File: config.mk
export PLATFORM = sky130hd
export DESIGN_NAME = ssc_clock_power
export DESIGN_NICKNAME = d
export VERILOG_FILES = /design/src/ssc_pkg.sv /design/src/ssc_clk_if.sv /design/src/ssc_prescaler.sv /design/src/ssc_clock_power.sv
export SDC_FILE = /design/constraint.sdc
export NUM_CORES = 1
export LEC_CHECK = 0
export BUFFER_PORTS_ARGS = -buffer_cell sky130_fd_sc_hd__buf_2
export CAP_MARGIN = 20
export CELL_PAD_IN_SITES_DETAIL_PLACEMENT = 2
export CELL_PAD_IN_SITES_GLOBAL_PLACEMENT = 2
export CORE_ASPECT_RATIO = 1.1
export CORE_MARGIN = 2
export CORE_UTILIZATION = 32
export CTS_CLUSTER_SIZE = 16
export DETAILED_ROUTE_END_ITERATION = 8
export PLACE_DENSITY = 0.78
export SYNTH_ARGS = -nofsm -noshare
export SYNTH_HDL_FRONTEND = slang
export SYNTH_SLANG_ARGS = --single-unit
File: constraint.sdc
create_clock -name ref_clk_i -period 2.56 [get_ports ref_clk_i]
set_clock_uncertainty 0.1 [all_clocks]
set_input_delay 0.128 -clock ref_clk_i [delete_from_list [all_inputs] [get_ports ref_clk_i]]
set_output_delay 0.128 -clock ref_clk_i [all_outputs]
set_load 0.1 [all_outputs]
File: src/ssc_pkg.sv
package ssc_pkg;
   // special function register addresses
   localparam logic [7:0] SSC_ADDR_POWER_CONTROL = 8'h87;
   localparam logic [7:0] SSC_ADDR_CLOCK_CONTROL = 8'hD8;
   localparam logic [7:0] SSC_ADDR_FAST_RC_TRIM_WORD = 8'hF6;
   localparam logic [7:0] SSC_ADDR_AUXILIARY_CONTROL_TWO = 8'hF7;

   // clock_control bit positions
   localparam int SSC_CC_SLOW_TYPE = 7;
   localparam int SSC_CC_FAST_TYPE = 6;
   localparam int SSC_CC_SLOW_STOP_PD = 5;
   localparam int SSC_CC_PERIPH_STOP = 4;
   localparam int SSC_CC_FAST_STOP = 3;
   localparam int SSC_CC_FAST_SEL = 2;
   localparam int SSC_CC_PSC_LSB = 0;

   // power_control bit positions
   localparam int SSC_PC_SMOD = 7;
   localparam int SSC_PC_GF1 = 3;
   localparam int SSC_PC_GF0 = 2;
   localparam int SSC_PC_POWER_DOWN = 1;
   localparam int SSC_PC_IDLE = 0;

   // reset values
   localparam logic [7:0] SSC_CLOCK_CONTROL_RST = 8'h23;
   localparam logic [7:0] SSC_AUXILIARY_CONTROL_TWO_RST = 8'h00;
   localparam logic [6:0] SSC_TRIM_RST = 7'h40;

   // prescaler codes and their terminal counts (divide minus one)
   localparam logic [1:0] SSC_PSC_DIV16 = 2'h0;
   localparam logic [1:0] SSC_PSC_DIV4 = 2'h1;
   localparam logic [1:0] SSC_PSC_DIV2 = 2'h2;
   localparam logic [1:0] SSC_PSC_DIV1 = 2'h3;
   localparam logic [3:0] SSC_TERM_DIV16 = 4'hF;
   localparam logic [3:0] SSC_TERM_DIV4 = 4'h3;
   localparam logic [3:0] SSC_TERM_DIV2 = 4'h1;
   localparam logic [3:0] SSC_TERM_DIV1 = 4'h0;

   // nominal oscillator rates in kHz, for reference by users of the block
   localparam real SSC_SLOW_RC_KHZ = 80.0;
   localparam real SSC_FAST_RC_KHZ = 14745.6;

   localparam int SSC_NUM_EXT_PINS = 10;

   typedef enum logic [1:0] {
      SSC_RUN,
      SSC_IDLE,
      SSC_STOP,
      SSC_HALT
   } ssc_mode_e;

   // any external pin held low while its wake enable is set
   function automatic logic ssc_pin_wake(input logic [SSC_NUM_EXT_PINS-1:0] pins,
                                         input logic [SSC_NUM_EXT_PINS-1:0] en);
      ssc_pin_wake = |(~pins & en);
   endfunction : ssc_pin_wake

   function automatic logic [3:0] ssc_psc_term(input logic [1:0] code);
      case (code)
         SSC_PSC_DIV16: ssc_psc_term = SSC_TERM_DIV16;
         SSC_PSC_DIV4: ssc_psc_term = SSC_TERM_DIV4;
         SSC_PSC_DIV2: ssc_psc_term = SSC_TERM_DIV2;
         default: ssc_psc_term = SSC_TERM_DIV1;
      endcase
   endfunction : ssc_psc_term
endpackage : ssc_pkg

File: src/ssc_clk_if.sv
`timescale 1ns/10ps
`default_nettype none
interface ssc_clk_if;
   logic src_tick;
   logic [1:0] psc_sel;
   logic sys_tick;
   logic [1:0] psc_active;
   modport div (input src_tick, input psc_sel, output sys_tick, output psc_active);
   modport ctl (output src_tick, output psc_sel, input sys_tick, input psc_active);
endinterface : ssc_clk_if
`default_nettype wire

File: src/ssc_prescaler.sv
`timescale 1ns/10ps
`default_nettype none
module ssc_prescaler
   import ssc_pkg::*;
(
   input wire logic ref_clk_i,
   input wire logic srst_i,
   ssc_clk_if.div clk_if
);
   typedef struct packed {
      logic [3:0] count;
      logic [1:0] psc;
   } ssc_div_s;

   ssc_div_s st;
   ssc_div_s next_st;
   logic at_term;

   assign at_term = (st.count == ssc_psc_term(st.psc));
   assign clk_if.sys_tick = clk_if.src_tick & at_term;
   assign clk_if.psc_active = st.psc;

   always_comb begin
      next_st = st;
      if (clk_if.src_tick) begin
         if (at_term) begin
            next_st.count = 4'h0;
            // new setting only at a period boundary, so at most 16 source ticks late
            next_st.psc = clk_if.psc_sel;
         end else begin
            next_st.count = st.count + 4'h1;
         end
      end
   end

   always_ff @(posedge ref_clk_i) begin
      if (srst_i) begin
         st <= '{count: 4'h0, psc: SSC_PSC_DIV1};
      end else begin
         st <= next_st;
      end
   end
endmodule : ssc_prescaler
`default_nettype wire

File: src/ssc_clock_power.sv
// Notes on behaviour
// - reset runs slow mode from slow RC
// - fast source is crystal or fast RC
// - prescaler codes divide by 16, 4, 2, 1
// - new prescale applies within sixteen clocks
// - slow type changes only in fast mode
// - fast type changes only in slow mode
// - fast stop changes only in slow mode
// - fast select changes only with fast running
// - abnormal clock control writes keep the old protected bits
// - crystal type turns port pins to crystal
// - half system clock drives output pin
// - idle stops CPU, peripherals keep running unless peripheral stop is set
// - peripheral stop gates peripherals in idle
// - power down with slow stop enters stop
// - power down without slow stop enters halt
// - no power down while pin wake pending
// - seven-bit trim steers fast RC frequency
`timescale 1ns/10ps
`default_nettype none
module ssc_clock_power
   import ssc_pkg::*;
#(
   parameter logic [6:0] TRIM_RESET = SSC_TRIM_RST
) (
   input wire logic ref_clk_i,
   input wire logic srst_i,
   input wire logic [7:0] sfr_addr_i,
   input wire logic sfr_wr_i,
   input wire logic sfr_rd_i,
   input wire logic [7:0] sfr_wdata_i,
   output logic [7:0] sfr_rdata_o,
   output logic sfr_hit_o,
   input wire logic fast_crystal_osc_i,
   input wire logic fast_internal_rc_i,
   input wire logic slow_crystal_osc_i,
   input wire logic slow_internal_rc_i,
   input wire logic [SSC_NUM_EXT_PINS-1:0] external_interrupt_pin_i,
   input wire logic [SSC_NUM_EXT_PINS-1:0] external_pin_wake_enable_i,
   input wire logic irq_wake_i,
   input wire logic timer3_wake_i,
   input wire logic clock_output_enable_i,
   output logic cpu_clk_en_o,
   output logic periph_clk_en_o,
   output logic timer3_clk_en_o,
   output logic fast_osc_run_o,
   output logic slow_osc_run_o,
   output logic xtal_pin_mode_o,
   output logic xtal_high_gain_o,
   output logic [6:0] fast_rc_trim_o,
   output logic sysclk_half_out_o,
   output logic sysclk_half_out_oe_o,
   output logic [1:0] power_mode_o
);
   localparam int NSYNC = SSC_NUM_EXT_PINS + 4;

   typedef struct packed {
      logic [NSYNC-1:0] sync1;
      logic [NSYNC-1:0] sync2;
      logic [3:0] osc_prev;
      ssc_mode_e mode;
      logic [7:0] clock_control;
      logic smod;
      logic gf1;
      logic gf0;
      logic [6:0] trim;
      logic [7:0] auxiliary_control_two;
      logic [7:0] rdata;
      logic hit;
      logic half;
      logic half_oe;
   } ssc_state_s;

   ssc_state_s st;
   ssc_state_s next_st;
   ssc_clk_if clk_if ();

   logic [SSC_NUM_EXT_PINS-1:0] pins_s;
   logic [3:0] osc_s;
   logic [3:0] osc_rise;
   logic fast_sel;
   logic fast_type;
   logic slow_type;
   logic fast_stop;
   logic fast_tick;
   logic slow_tick;
   logic pin_wake;
   logic wr_cc;
   logic wr_pc;
   logic [7:0] cc_new;
   logic [7:0] pc_read;
   logic wr_trim;
   logic wr_aux;
   logic pd_req;
   logic idle_req;
   logic wake_now;

   // stop and halt both count as power down for readback and fast oscillator gating
   function automatic logic is_deep(input ssc_mode_e m);
      is_deep = (m == SSC_STOP) || (m == SSC_HALT);
   endfunction : is_deep

   // one decode for every register write strobe, so no write address is matched two ways
   function automatic logic wr_hit(input logic wr,
                                   input logic [7:0] addr,
                                   input logic [7:0] target);
      wr_hit = wr && (addr == target);
   endfunction : wr_hit

   // osc order: fast crystal, fast rc, slow crystal, slow rc
   assign pins_s = st.sync2[NSYNC-1:4];
   assign osc_s = st.sync2[3:0];
   assign osc_rise = osc_s & ~st.osc_prev;

   assign fast_sel = st.clock_control[SSC_CC_FAST_SEL];
   assign fast_type = st.clock_control[SSC_CC_FAST_TYPE];
   assign slow_type = st.clock_control[SSC_CC_SLOW_TYPE];
   assign fast_stop = st.clock_control[SSC_CC_FAST_STOP];

   assign fast_tick = fast_type ? osc_rise[3] : osc_rise[2];
   assign slow_tick = slow_type ? osc_rise[1] : osc_rise[0];
   // a stopped fast oscillator never ticks, so the select is also gated
   assign clk_if.src_tick = (fast_sel && !fast_stop) ? fast_tick : slow_tick;
   assign clk_if.psc_sel = st.clock_control[1:0];

   ssc_prescaler u_prescaler (
      .ref_clk_i(ref_clk_i),
      .srst_i(srst_i),
      .clk_if(clk_if)
   );

   assign pin_wake = ssc_pin_wake(pins_s, external_pin_wake_enable_i);
   assign wr_cc = wr_hit(sfr_wr_i, sfr_addr_i, SSC_ADDR_CLOCK_CONTROL);
   assign wr_pc = wr_hit(sfr_wr_i, sfr_addr_i, SSC_ADDR_POWER_CONTROL);
   assign wr_trim = wr_hit(sfr_wr_i, sfr_addr_i, SSC_ADDR_FAST_RC_TRIM_WORD);
   assign wr_aux = wr_hit(sfr_wr_i, sfr_addr_i, SSC_ADDR_AUXILIARY_CONTROL_TWO);
   // power down outranks idle when one write sets both
   assign pd_req = wr_pc && sfr_wdata_i[SSC_PC_POWER_DOWN];
   assign idle_req = wr_pc && sfr_wdata_i[SSC_PC_IDLE];

   // wake sources differ per sleep mode; run has nothing to wake from
   always_comb begin
      case (st.mode)
         SSC_IDLE: wake_now = irq_wake_i || pin_wake;
         SSC_STOP: wake_now = pin_wake;
         SSC_HALT: wake_now = pin_wake || timer3_wake_i;
         default: wake_now = 1'b0;
      endcase
   end

   // write filter for the protected clock control bits
   always_comb begin
      cc_new = sfr_wdata_i;
      if (!fast_sel) begin
         cc_new[SSC_CC_SLOW_TYPE] = slow_type;
      end
      if (fast_sel) begin
         cc_new[SSC_CC_FAST_TYPE] = fast_type;
         cc_new[SSC_CC_FAST_STOP] = fast_stop;
      end
      if (fast_stop) begin
         cc_new[SSC_CC_FAST_SEL] = fast_sel;
      end
      // stop and select both high would kill the running clock
      if (cc_new[SSC_CC_FAST_STOP] && cc_new[SSC_CC_FAST_SEL]) begin
         cc_new[SSC_CC_SLOW_TYPE] = slow_type;
         cc_new[SSC_CC_FAST_TYPE] = fast_type;
         cc_new[SSC_CC_FAST_STOP] = fast_stop;
         cc_new[SSC_CC_FAST_SEL] = fast_sel;
      end
   end

   always_comb begin
      pc_read = 8'h00;
      pc_read[SSC_PC_SMOD] = st.smod;
      pc_read[SSC_PC_GF1] = st.gf1;
      pc_read[SSC_PC_GF0] = st.gf0;
      pc_read[SSC_PC_POWER_DOWN] = is_deep(st.mode);
      pc_read[SSC_PC_IDLE] = (st.mode == SSC_IDLE);
   end

   always_comb begin
      next_st = st;
      // every pin and oscillator is async to the ref clock: two flops first
      next_st.sync1 = {external_interrupt_pin_i, fast_crystal_osc_i, fast_internal_rc_i,
                       slow_crystal_osc_i, slow_internal_rc_i};
      next_st.sync2 = st.sync1;
      next_st.osc_prev = osc_s;

      if (wr_cc) begin
         next_st.clock_control = cc_new;
      end
      if (wr_trim) begin
         next_st.trim = sfr_wdata_i[6:0];
      end
      if (wr_aux) begin
         next_st.auxiliary_control_two = sfr_wdata_i;
      end
      if (wr_pc) begin
         next_st.smod = sfr_wdata_i[SSC_PC_SMOD];
         next_st.gf1 = sfr_wdata_i[SSC_PC_GF1];
         next_st.gf0 = sfr_wdata_i[SSC_PC_GF0];
      end

      // mode bits are seen as state; waking clears them by leaving the state
      case (st.mode)
         SSC_RUN: begin
            if (pd_req) begin
               if (!pin_wake) begin
                  if (st.clock_control[SSC_CC_SLOW_STOP_PD]) begin
                     next_st.mode = SSC_STOP;
                  end else begin
                     next_st.mode = SSC_HALT;
                  end
               end
            end else if (idle_req) begin
               next_st.mode = SSC_IDLE;
            end
         end
         SSC_IDLE: begin
            if (wake_now) begin
               next_st.mode = SSC_RUN;
            end
         end
         SSC_STOP: begin
            if (wake_now) begin
               next_st.mode = SSC_RUN;
            end
         end
         SSC_HALT: begin
            if (wake_now) begin
               next_st.mode = SSC_RUN;
            end
         end
         default: begin
            next_st.mode = SSC_RUN;
         end
      endcase

      next_st.hit = 1'b0;
      if (sfr_rd_i) begin
         next_st.hit = 1'b1;
         case (sfr_addr_i)
            SSC_ADDR_POWER_CONTROL: next_st.rdata = pc_read;
            SSC_ADDR_CLOCK_CONTROL: next_st.rdata = st.clock_control;
            SSC_ADDR_FAST_RC_TRIM_WORD: next_st.rdata = {1'b0, st.trim};
            SSC_ADDR_AUXILIARY_CONTROL_TWO: next_st.rdata = st.auxiliary_control_two;
            default: begin
               next_st.rdata = 8'h00;
               next_st.hit = 1'b0;
            end
         endcase
      end

      // the half-rate output follows the prescaled system clock in every power mode
      if (clk_if.sys_tick) begin
         next_st.half = !st.half;
      end
      next_st.half_oe = clock_output_enable_i;
   end

   always_ff @(posedge ref_clk_i) begin
      if (srst_i) begin
         st <= '{sync1: '0,
                 sync2: '0,
                 osc_prev: 4'h0,
                 mode: SSC_RUN,
                 clock_control: SSC_CLOCK_CONTROL_RST,
                 smod: 1'b0,
                 gf1: 1'b0,
                 gf0: 1'b0,
                 trim: TRIM_RESET,
                 auxiliary_control_two: SSC_AUXILIARY_CONTROL_TWO_RST,
                 rdata: 8'h00,
                 hit: 1'b0,
                 half: 1'b0,
                 half_oe: 1'b0};
      end else begin
         st <= next_st;
      end
   end

   assign sfr_rdata_o = st.rdata;
   assign sfr_hit_o = st.hit;

   // the selected clock is never touched on wake, so the CPU resumes on it
   assign cpu_clk_en_o = clk_if.sys_tick && (st.mode == SSC_RUN);
   assign periph_clk_en_o = clk_if.sys_tick &&
      ((st.mode == SSC_RUN) ||
       ((st.mode == SSC_IDLE) && !st.clock_control[SSC_CC_PERIPH_STOP]));
   assign timer3_clk_en_o = slow_tick && (st.mode != SSC_STOP);
   assign fast_osc_run_o = !fast_stop && !is_deep(st.mode);
   assign slow_osc_run_o = (st.mode != SSC_STOP);
   assign xtal_pin_mode_o = fast_type || slow_type;
   assign xtal_high_gain_o = fast_type;
   assign fast_rc_trim_o = st.trim;
   assign sysclk_half_out_o = st.half && st.half_oe;
   assign sysclk_half_out_oe_o = st.half_oe;
   assign power_mode_o = st.mode;
endmodule : ssc_clock_power
`default_nettype wire

==> results of run 1 <==
-- state kept, by name, indices dropped and copies added (netlist names) --
signal                         flops
pc_read                            3
u_prescaler.st                     4
clk_if.psc_sel                     2
sfr_hit_o                          1
u_prescaler.clk_if.psc_active      2
fast_stop                          1
sysclk_half_out_oe_o               1
xtal_high_gain_o                   1
pins_s                            10
fast_sel                           1
sfr_rdata_o                        8
st                                15
slow_type                          1
next_st                           18
power_mode_o                       2
fast_rc_trim_o                     7
-- critical path, cell delays in order, from the launching register on --
cell	delay, ns
sky130_fd_sc_hd__dfxtp_2	0.39
sky130_fd_sc_hd__nand3_4	0.09
sky130_fd_sc_hd__or4b_4	0.50
sky130_fd_sc_hd__a311o_2	0.44
sky130_fd_sc_hd__a211oi_4	0.26
sky130_fd_sc_hd__buf_12	0.21
-- area by class of cell --
type,instances,area (um^2)
fill,1096,5760
clock buffer,9,124
inverter,20,75.1
timing repair buffer,103,673
multi-input combinational,211,1490
sequential,77,1550
clock inverter,7,63.8
antenna,1,2.50
tap,120,150
-- logic make-up after synthesis --
group | Yosys count | synth area share, %
xor+xnor | 1 | 0.270
mux | 22 | 6.83
flops | 77 | 47.5
compound gates | 57 | 13.8
buf+inv | 50 | 7.87
fa+ha+maj | 1 | 0.386
simple gates | 130 | 23.3
-- per-layer routing --
metal  part of all wire, %  wire, um  GRT usage, %  vias to the layer above
li1                      -         -             -                     1337
met1                    41      4050          21.0                     1380
met2                    53      5290          34.5                       53
met3                   3.6       354          3.75                       19
met4                   2.3       230          8.22                        0
met5                     0         0             0                        -
-- synth_stat cells (5+ instances only) --
library cell | count | share of area, %
sky130_fd_sc_hd__inv_1 | 19 | 2.2
sky130_fd_sc_hd__a22o_1 | 7 | 1.9
sky130_fd_sc_hd__nand3_1 | 7 | 1.1
sky130_fd_sc_hd__o22ai_1 | 7 | 1.4
sky130_fd_sc_hd__mux2i_1 | 21 | 6.5
sky130_fd_sc_hd__dfxtp_1 | 77 | 48
sky130_fd_sc_hd__nand2b_1 | 5 | 0.96
sky130_fd_sc_hd__and3_1 | 5 | 0.96
sky130_fd_sc_hd__nand2_1 | 7 | 0.81
sky130_fd_sc_hd__buf_4 | 17 | 3.9
sky130_fd_sc_hd__nor2b_1 | 35 | 6.8
sky130_fd_sc_hd__nor2_1 | 37 | 4.3
sky130_fd_sc_hd__nor3_1 | 8 | 1.2
sky130_fd_sc_hd__a22oi_1 | 6 | 1.4
sky130_fd_sc_hd__a211o_1 | 6 | 1.6
sky130_fd_sc_hd__clkbuf_1 | 9 | 1.0
-- cells in the final DEF, fill, tap and decap left out, types with 3 or more instances in the layout --
master	instances
sky130_fd_sc_hd__a211o_1	6
sky130_fd_sc_hd__a32oi_1	3
sky130_fd_sc_hd__o21ai_0	4
sky130_fd_sc_hd__nand2_1	7
sky130_fd_sc_hd__inv_1	19
sky130_fd_sc_hd__a21oi_1	4
sky130_fd_sc_hd__and2_1	4
sky130_fd_sc_hd__nand3b_1	4
sky130_fd_sc_hd__nor2_1	37
sky130_fd_sc_hd__a22oi_1	6
sky130_fd_sc_hd__o22ai_1	7
sky130_fd_sc_hd__nor2b_1	35
sky130_fd_sc_hd__and3_1	5
sky130_fd_sc_hd__dlygate4sd3_1	21
sky130_fd_sc_hd__dfxtp_1	73
sky130_fd_sc_hd__a22o_1	7
sky130_fd_sc_hd__nand2b_1	5
sky130_fd_sc_hd__nor3_1	7
sky130_fd_sc_hd__clkbuf_8	9
sky130_fd_sc_hd__buf_2	71
sky130_fd_sc_hd__nand3_1	6
sky130_fd_sc_hd__a222oi_1	3
sky130_fd_sc_hd__buf_4	9
sky130_fd_sc_hd__mux2i_1	21
-- metrics by stage --
stage / power, W / hold slack, ns
floorplan: 0.00138 / 0.124
global placement: 0.00145 / 0.238
detailed placement: 0.00146 / 0.245
CTS: 0.00237 / 0.0196
global route: 0.00247 / 0.0522
finish: 0.00235 / 0.0435
-- worst max path at each step --
| stage | from | endpoint | slack, ns | cells past startpoint |
|---|---|---|---|---|
| floorplan | u_prescaler.st[2]$_SDFFE_PP0P_ | periph_clk_en_o | 0.03 | 4 |
| global placement | u_prescaler.st[2]$_SDFFE_PP0P_ | periph_clk_en_o | 0.35 | 5 |
| detailed placement | u_prescaler.st[2]$_SDFFE_PP0P_ | periph_clk_en_o | 0.27 | 5 |
| CTS | u_prescaler.st[4]$_SDFFE_PP0P_ | periph_clk_en_o | 0.01 | 5 |
| global route | u_prescaler.st[4]$_SDFFE_PP0P_ | periph_clk_en_o | 0.006 | 5 |
| finish | u_prescaler.st[4]$_SDFFE_PP0P_ | periph_clk_en_o | 0.07 | 5 |
-- power by group --
part | total (W) | internal [W] | switching (W)
Sequential | 0.00124 | 0.00122 | 0.0000132
Clock | 0.000883 | 0.000374 | 0.000510
Combinational | 0.000228 | 0.0000977 | 0.000130
Total | 0.00235 | 0.00169 | 0.000653
-- what timing repair did --
item	CTS	global route
hold buffers	21	0
setup endpoints to repair	2	2
cloned	0	0
buffers inserted	1	5
endpoints found under the hold margin	29	0
pin swaps	1	3
gates resized for setup	3	6
==> run summary, run 1 <==
The logs give 3240 um^2 for the synthesized area and 470 for the number of nets in the layout. For the number of hold-slack violations in the final timing report, the log shows 0. For this design, the sink count on the clock tree is 77. Summed over all cells, the static leakage comes to 1.80 nW. Once the floorplan was initialized, standard cells occupied 32.8% of the core. In this run the power density over the cells is 568 nW/um^2.

The initial antenna violation count is 0, and the worst hold path cell count is 3. The run gives 0.36 ns as the clock network latency to the later pin of the worst-skew pair. For this block, the initial DRC count from the detailed router was 78. After detailed routing, the average wire length per cell comes to 18.1 um. The reg2reg setup slack is 0.46 ns, and the pre-CTS worst setup slack is 0.273 ns. The worst register-to-register path has a depth of 5.

The number of nets still failing antenna checks after routing came out at 0. The startpoint type of the worst setup path is a flip-flop. The first global-routing pass estimated 15.7 mm of wire.

The cell area reported after detailed placement came out at 3660 um^2. In this run the clock root is driven by a sky130_fd_sc_hd__clkbuf_8. The worst-case headroom to the max-slew limit was 62.1%. The H-tree generated during clock tree synthesis spans 3 levels.

The type of the worst min-delay path is in2reg. The path with the worst hold slack has its endpoint at pc_read[3]$_SDFFE_PP0N_. The pre-antenna-repair detailed-routing pass consisted of 4 iterations. Cell count after synthesis: 338.

The run gives 3050 as the number of global-route vias before repair. After synthesis, the share of flip-flops with an asynchronous set or reset is 0%. For the warning count from the yosys run, the log shows 0. Setup repair after global routing left no endpoint under its margin. The endpoint identified for the worst register-to-register timing path is u_prescaler.clk_if.psc_active[0]$_SDFFE_PP1P_. Max-cap violations in this run came to 0. The area growth from synthesis to layout is 27.3%. The final route contains 2789 vias.

The flow ran to the end, and the final reports show no timing, DRC or antenna violations. The number of pins with negative max-slew slack in the final report was 0. The total of buffers placed on input and output ports was 73; the minimum clock period was 2.49 ns. The peak fanout along the critical path was 5; the sequential share of the synthesized area was 47.5%. After synthesis, the mean cell area works out to 9.60 um^2.

TritonCTS built the clock tree. The die area is 11000 um^2, and the total of endpoints with negative setup slack in the final report is 0. For the worst setup path, the data arrival time is 2.26 ns. For this run the aggregate overflow at the end of global routing stands at 0. The HPWL after detailed placement was 6.73 mm. In the final timing run, aggregate negative setup slack is 0 ns.

The TritonCTS buffer count is 9. In the routed layout, each cell is associated on average with a via count of 5.09. The tools report the pin count of the biggest net entering global routing as 49.

The worst setup path is captured at an output pin. The run gives 9.93 mm as the total wire length after detailed routing. The region available for standard cell placement spans 9890 um^2. Across every metal layer, demand over resource in global routing totals 18.8%. Counting tap cells, the placed design contains a total of 504 instances. In the routed design, unresolved DRC markers number 0. Beginning of the worst register-to-register path: u_prescaler.st[4]$_SDFFE_PP0P_. Static timing analysis puts the maximum clock frequency at 402 MHz. For the worst setup path, the data required time is 2.33 ns. In this run, distinct cell masters in the synthesized netlist total 56. The longest clock path from root to sink contains 2 buffers. For this run, the leading register cell type out of synthesis is sky130_fd_sc_hd__dfxtp_1. Leaving out filler cells and counting taps, the final layout contains 548. The finished cells cover 4130 um^2.

The vertical die dimension was 110 um; the synthesized netlist net count was 386. During I/O placement, the number of pins put on the boundary was 74. For the row count, the log shows 38. The post-synthesis register bit count was 77.

The startpoint identified for the worst hold timing path is sfr_wdata_i[3]. Measured along the x axis, the die boundary spans 100 um. Cells with a size suffix above 1 make up 27.9% of the layout. In the finished design, the share of the clock period the worst path needs comes to 97.2%.

Number of enable flip-flop cells after synthesis: 0. After clock tree synthesis, the clock-pin slew on the worst setup and hold paths is 0.09 ns. The final weighted congestion in routability-driven placement is 0.792, and the maximum VDD drop is 0.319 mV. Worst setup path category: reg2out.

Once layout is complete, the utilization of the core stands at 41.8%. For the smallest setup slack after layout, the log shows 0.0715 ns. Slew at the pin closest to its max-slew limit: 0.567 ns.
Note: power is estimated with default switching activity, not from simulation.
==> run 2, diff against run 1 <==
PLACE_DENSITY = default   (was 0.78)
PLACE_DENSITY_LB_ADDON = 0.1   (was default)
clock period = 2.5 ns   (was 2.56 ns; I/O delays follow)
==> run summary, run 2 (synthesized netlist as in run 1, its figures left out) <==
Cell with the largest stage delay on the worst path: sky130_fd_sc_hd__a311o_2 (was sky130_fd_sc_hd__or4b_4). The tools report the total via count in the routed design as 2745 (was 2789). The startpoint type of the worst setup path was a flip-flop (unchanged).

The row count was 38 (unchanged). The worst setup path category was reg2out (unchanged). The hold slack is 0.0256 ns (was 0.0435 ns), and the number of optimization iterations in the first detailed-route pass is 4 (unchanged). The count of fill cells added during filler insertion is 1101 (was 1096), and the growth of design area from synthesis to finish is 28.8% (was 27.3%). TritonCTS built the clock tree. The met3 demand-to-capacity share in global routing is 3.88% (was 3.75%), and the power per unit of standard cell area is 601 nW/um^2 (was 568 nW/um^2). The number of top-level pins is 74 (unchanged), and the minimum clock period is 2.40 ns.

Slew at the pin closest to its max-slew limit: 0.657 ns (was 0.567 ns). The longest individual stage delay on the worst path is 0.50 ns (about the same). The combinational share of power was 9.3% (was 9.7%); the share of power burned in the clock network was 40.4% (was 37.6%). The flip-flop count of the largest register after layout is 18 (unchanged). The vertical die dimension is 110 um (unchanged), and the total non-filler cell area in the finished layout is 4180 um^2 (was 4130 um^2). The layout cell share with drive strength beyond 1 came out at 27.9% (about the same). The layer carrying the most global-route usage was met2 (unchanged).

The maximum clock path buffer count was 2 (unchanged); the number of pins with negative max-slew slack in the final report was 0 (unchanged). The critical path buffer and inverter count works out to 2 (was 1). Setup repair after global routing left no endpoint under its margin. Leftover overflow at the end of global routing: 0 (unchanged).

Cells traversed along the worst timing path: buf_4 > nor3b_1 > o211ai_1 > a311o_2 > a211oi_4 > buf_12 (was nand3_4 > or4b_4 > a311o_2 > a211oi_4 > buf_12). The total of buffers placed on input and output ports is 73 (unchanged). The tools report the number of clock sinks as 77 (unchanged). The tools report the initial standard-cell utilization of the core as 32.8% (unchanged).

The tools report the cell area reported after detailed placement as 3680 um^2 (was 3660 um^2). The switching power as a share of total power was 23.9% (was 27.8%). For the max-cap violation count, the log shows 0 (unchanged). The cell leakage power is 1.83 nW (was 1.80 nW), and the met2 usage is 31.3% (was 34.5%). The number of nets in the layout was 473 (was 470); the number of hold-slack violations in the final timing report was 0 (unchanged). The number of nets still failing antenna checks after routing is 0 (unchanged).

The internal power is 0.00191 W (was 0.00169 W), and the total net switching power is 0.000599 W (was 0.000653 W). The detailed-route wire length per cell is 17.4 um (was 18.1 um). Timing would allow up to 416 MHz. The peak fanout along the critical path was 6 (was 5); the overall power after layout was 0.00251 W (was 0.00235 W). The worst-case headroom to the max-slew limit came out at 56.1% (was 62.1%).

The run gives 23.7% (was 21.0%) as the met1 demand-to-capacity share in global routing. The logs give 50.4% (was 52.7%) for the power share of the sequential group and 0.375 mV (was 0.319 mV) for the maximum VDD drop. The most common cell after layout, fill and taps aside is sky130_fd_sc_hd__dfxtp_1 (unchanged).

The clock network latency to the later pin of the worst-skew pair is 0.36 ns (about the same), and the total routing usage reported by global routing is 18.5% (was 18.8%). The area of the core was 9890 um^2 (unchanged). The initial antenna violation count came out at 0 (unchanged). The detailed-route vias per instance was 4.99 (was 5.09). The x dimension of the die was 100 um (unchanged); the count of antenna diodes in the layout was 0 (was 1). The clock-pin slew on the worst setup and hold paths was 0.08 ns (was 0.09 ns). The tools report the TritonCTS buffer count as 9 (unchanged). The data arrival time of the critical path came out at 2.18 ns (was 2.26 ns). Most frequent cells in the layout: sky130_fd_sc_hd__dfxtp_1 (72), sky130_fd_sc_hd__buf_2 (71), sky130_fd_sc_hd__nor2_1 (37) (was sky130_fd_sc_hd__dfxtp_1 (73), sky130_fd_sc_hd__buf_2 (71), sky130_fd_sc_hd__nor2_1 (37)).

The number of global-route vias before repair came out at 2920 (was 3050). The run finished with clean final reports. The root buffer cell was sky130_fd_sc_hd__clkbuf_8 (unchanged). The total of endpoints with negative setup slack in the final report came out at 0 (unchanged).

The type of the worst min-delay path is in2reg (unchanged). The run gives 42.2% (was 41.8%) as the end-of-flow core utilization. The maximum level of the CTS H-tree was 3 (unchanged); the total wire length after detailed routing was 9.60 mm (was 9.93 mm).

The fraction of the cycle the final worst path needs came out at 96.1%. The gate family responsible for the most delay along the worst path is compound AO/OA/AOI/OAI gates (unchanged). The die area is 11000 um^2 (unchanged).

The pin count of the biggest net entering global routing is 27 (was 49). The tools report the wire length of the first global-routing pass as 15.4 mm (was 15.7 mm). For the worst path required time, the log shows 2.28 ns (was 2.33 ns). The post-route DRC violation count is 0 (unchanged).

The final weighted congestion in routability-driven placement is 0.812 (was 0.792), and the first-iteration detailed-routing DRC count is 84 (was 78). The run gives 6.96 mm (was 6.73 mm) as the HPWL after detailed placement. The endpoint type of the worst setup path was an output pin (unchanged).
run 2: cell count changes in the layout (fill, tap and decap cells not counted), moves of 2 or more:
cell	change
sky130_fd_sc_hd__bufinv_16	+2
sky130_fd_sc_hd__clkinv_2	+3
sky130_fd_sc_hd__inv_6	-2
sky130_fd_sc_hd__inv_8	-2
sky130_fd_sc_hd__clkbuf_1	+2
sky130_fd_sc_hd__buf_4	+2
sky130_fd_sc_hd__clkinvlp_4	-2
run 2: cell type report:
class / count / area (um^2) / share of cell area [%]
inverter: 20 / 75.1 / 1.80
tap: 120 / 150 / 3.59
multi-input combinational: 211 / 1480 / 35.5
clock inverter: 5 / 75.1 / 1.80
sequential: 77 / 1550 / 37.2
timing repair buffer: 106 / 708 / 17.0
clock buffer: 11 / 131 / 3.15
run 2: worst min-delay path: stages:
cell and delay, ns:
sky130_fd_sc_hd__buf_2 0.16, sky130_fd_sc_hd__mux2i_1 0.09, sky130_fd_sc_hd__nor2_1 0.08
run 2: timing repair:
action,4_1_cts,5_1_grt
endpoints found under the hold margin,29,0
setup endpoints to repair,2,1
resized for setup,7,1
buffers inserted,6,1
hold buffers,21,0
pin swaps,4,2
run 2: routing by layer:
metal,wire (um),up-vias
li1,-,1338
met1,4450,1349
met2,4710,43
met3,285,15
met4,148,0
met5,0,-
run 2: stage by stage:
stage          setup WS (ns)  std cells  setup TNS (ns)
6_report              0.0971        550               0
5_1_grt             0.000512        550               0
4_1_cts              -0.0174        549         -0.0174
3_5_place_dp           0.227        506               0
3_3_place_gp           0.308        506               0
2_1_floorplan        0.00697        338               0
run 2: path summary, 6_finish.rpt:
| kind | start | to | slack (ns) | cells past startpoint |
|---|---|---|---|---|
| setup / recovery | u_prescaler.st[2]$_SDFFE_PP0P_ | periph_clk_en_o | 0.1 | 6 |
| setup reg to reg | slow_type$_SDFFE_PP0P_ | u_prescaler.st[5]$_SDFFE_PP0P_ | 0.42 | 4 |
| hold / removal | sfr_wdata_i[3] | st[14]$_SDFFE_PP0P_ | 0.03 | 3 |
| hold reg to reg | next_st[52]$_SDFF_PP0_ | pins_s[5]$_SDFF_PP0_ | 0.34 | 1 |
run 2: power by group through the flow:
stage / Clock (W) / Sequential, W / Combinational (W)
global route: 0.00111 / 0.00127 / 0.000255
CTS: 0.00106 / 0.00126 / 0.000234
floorplan: 0 / 0.00130 / 0.000113
global placement: 0 / 0.00129 / 0.000200
finish: 0.00101 / 0.00126 / 0.000233
detailed placement: 0 / 0.00130 / 0.000204
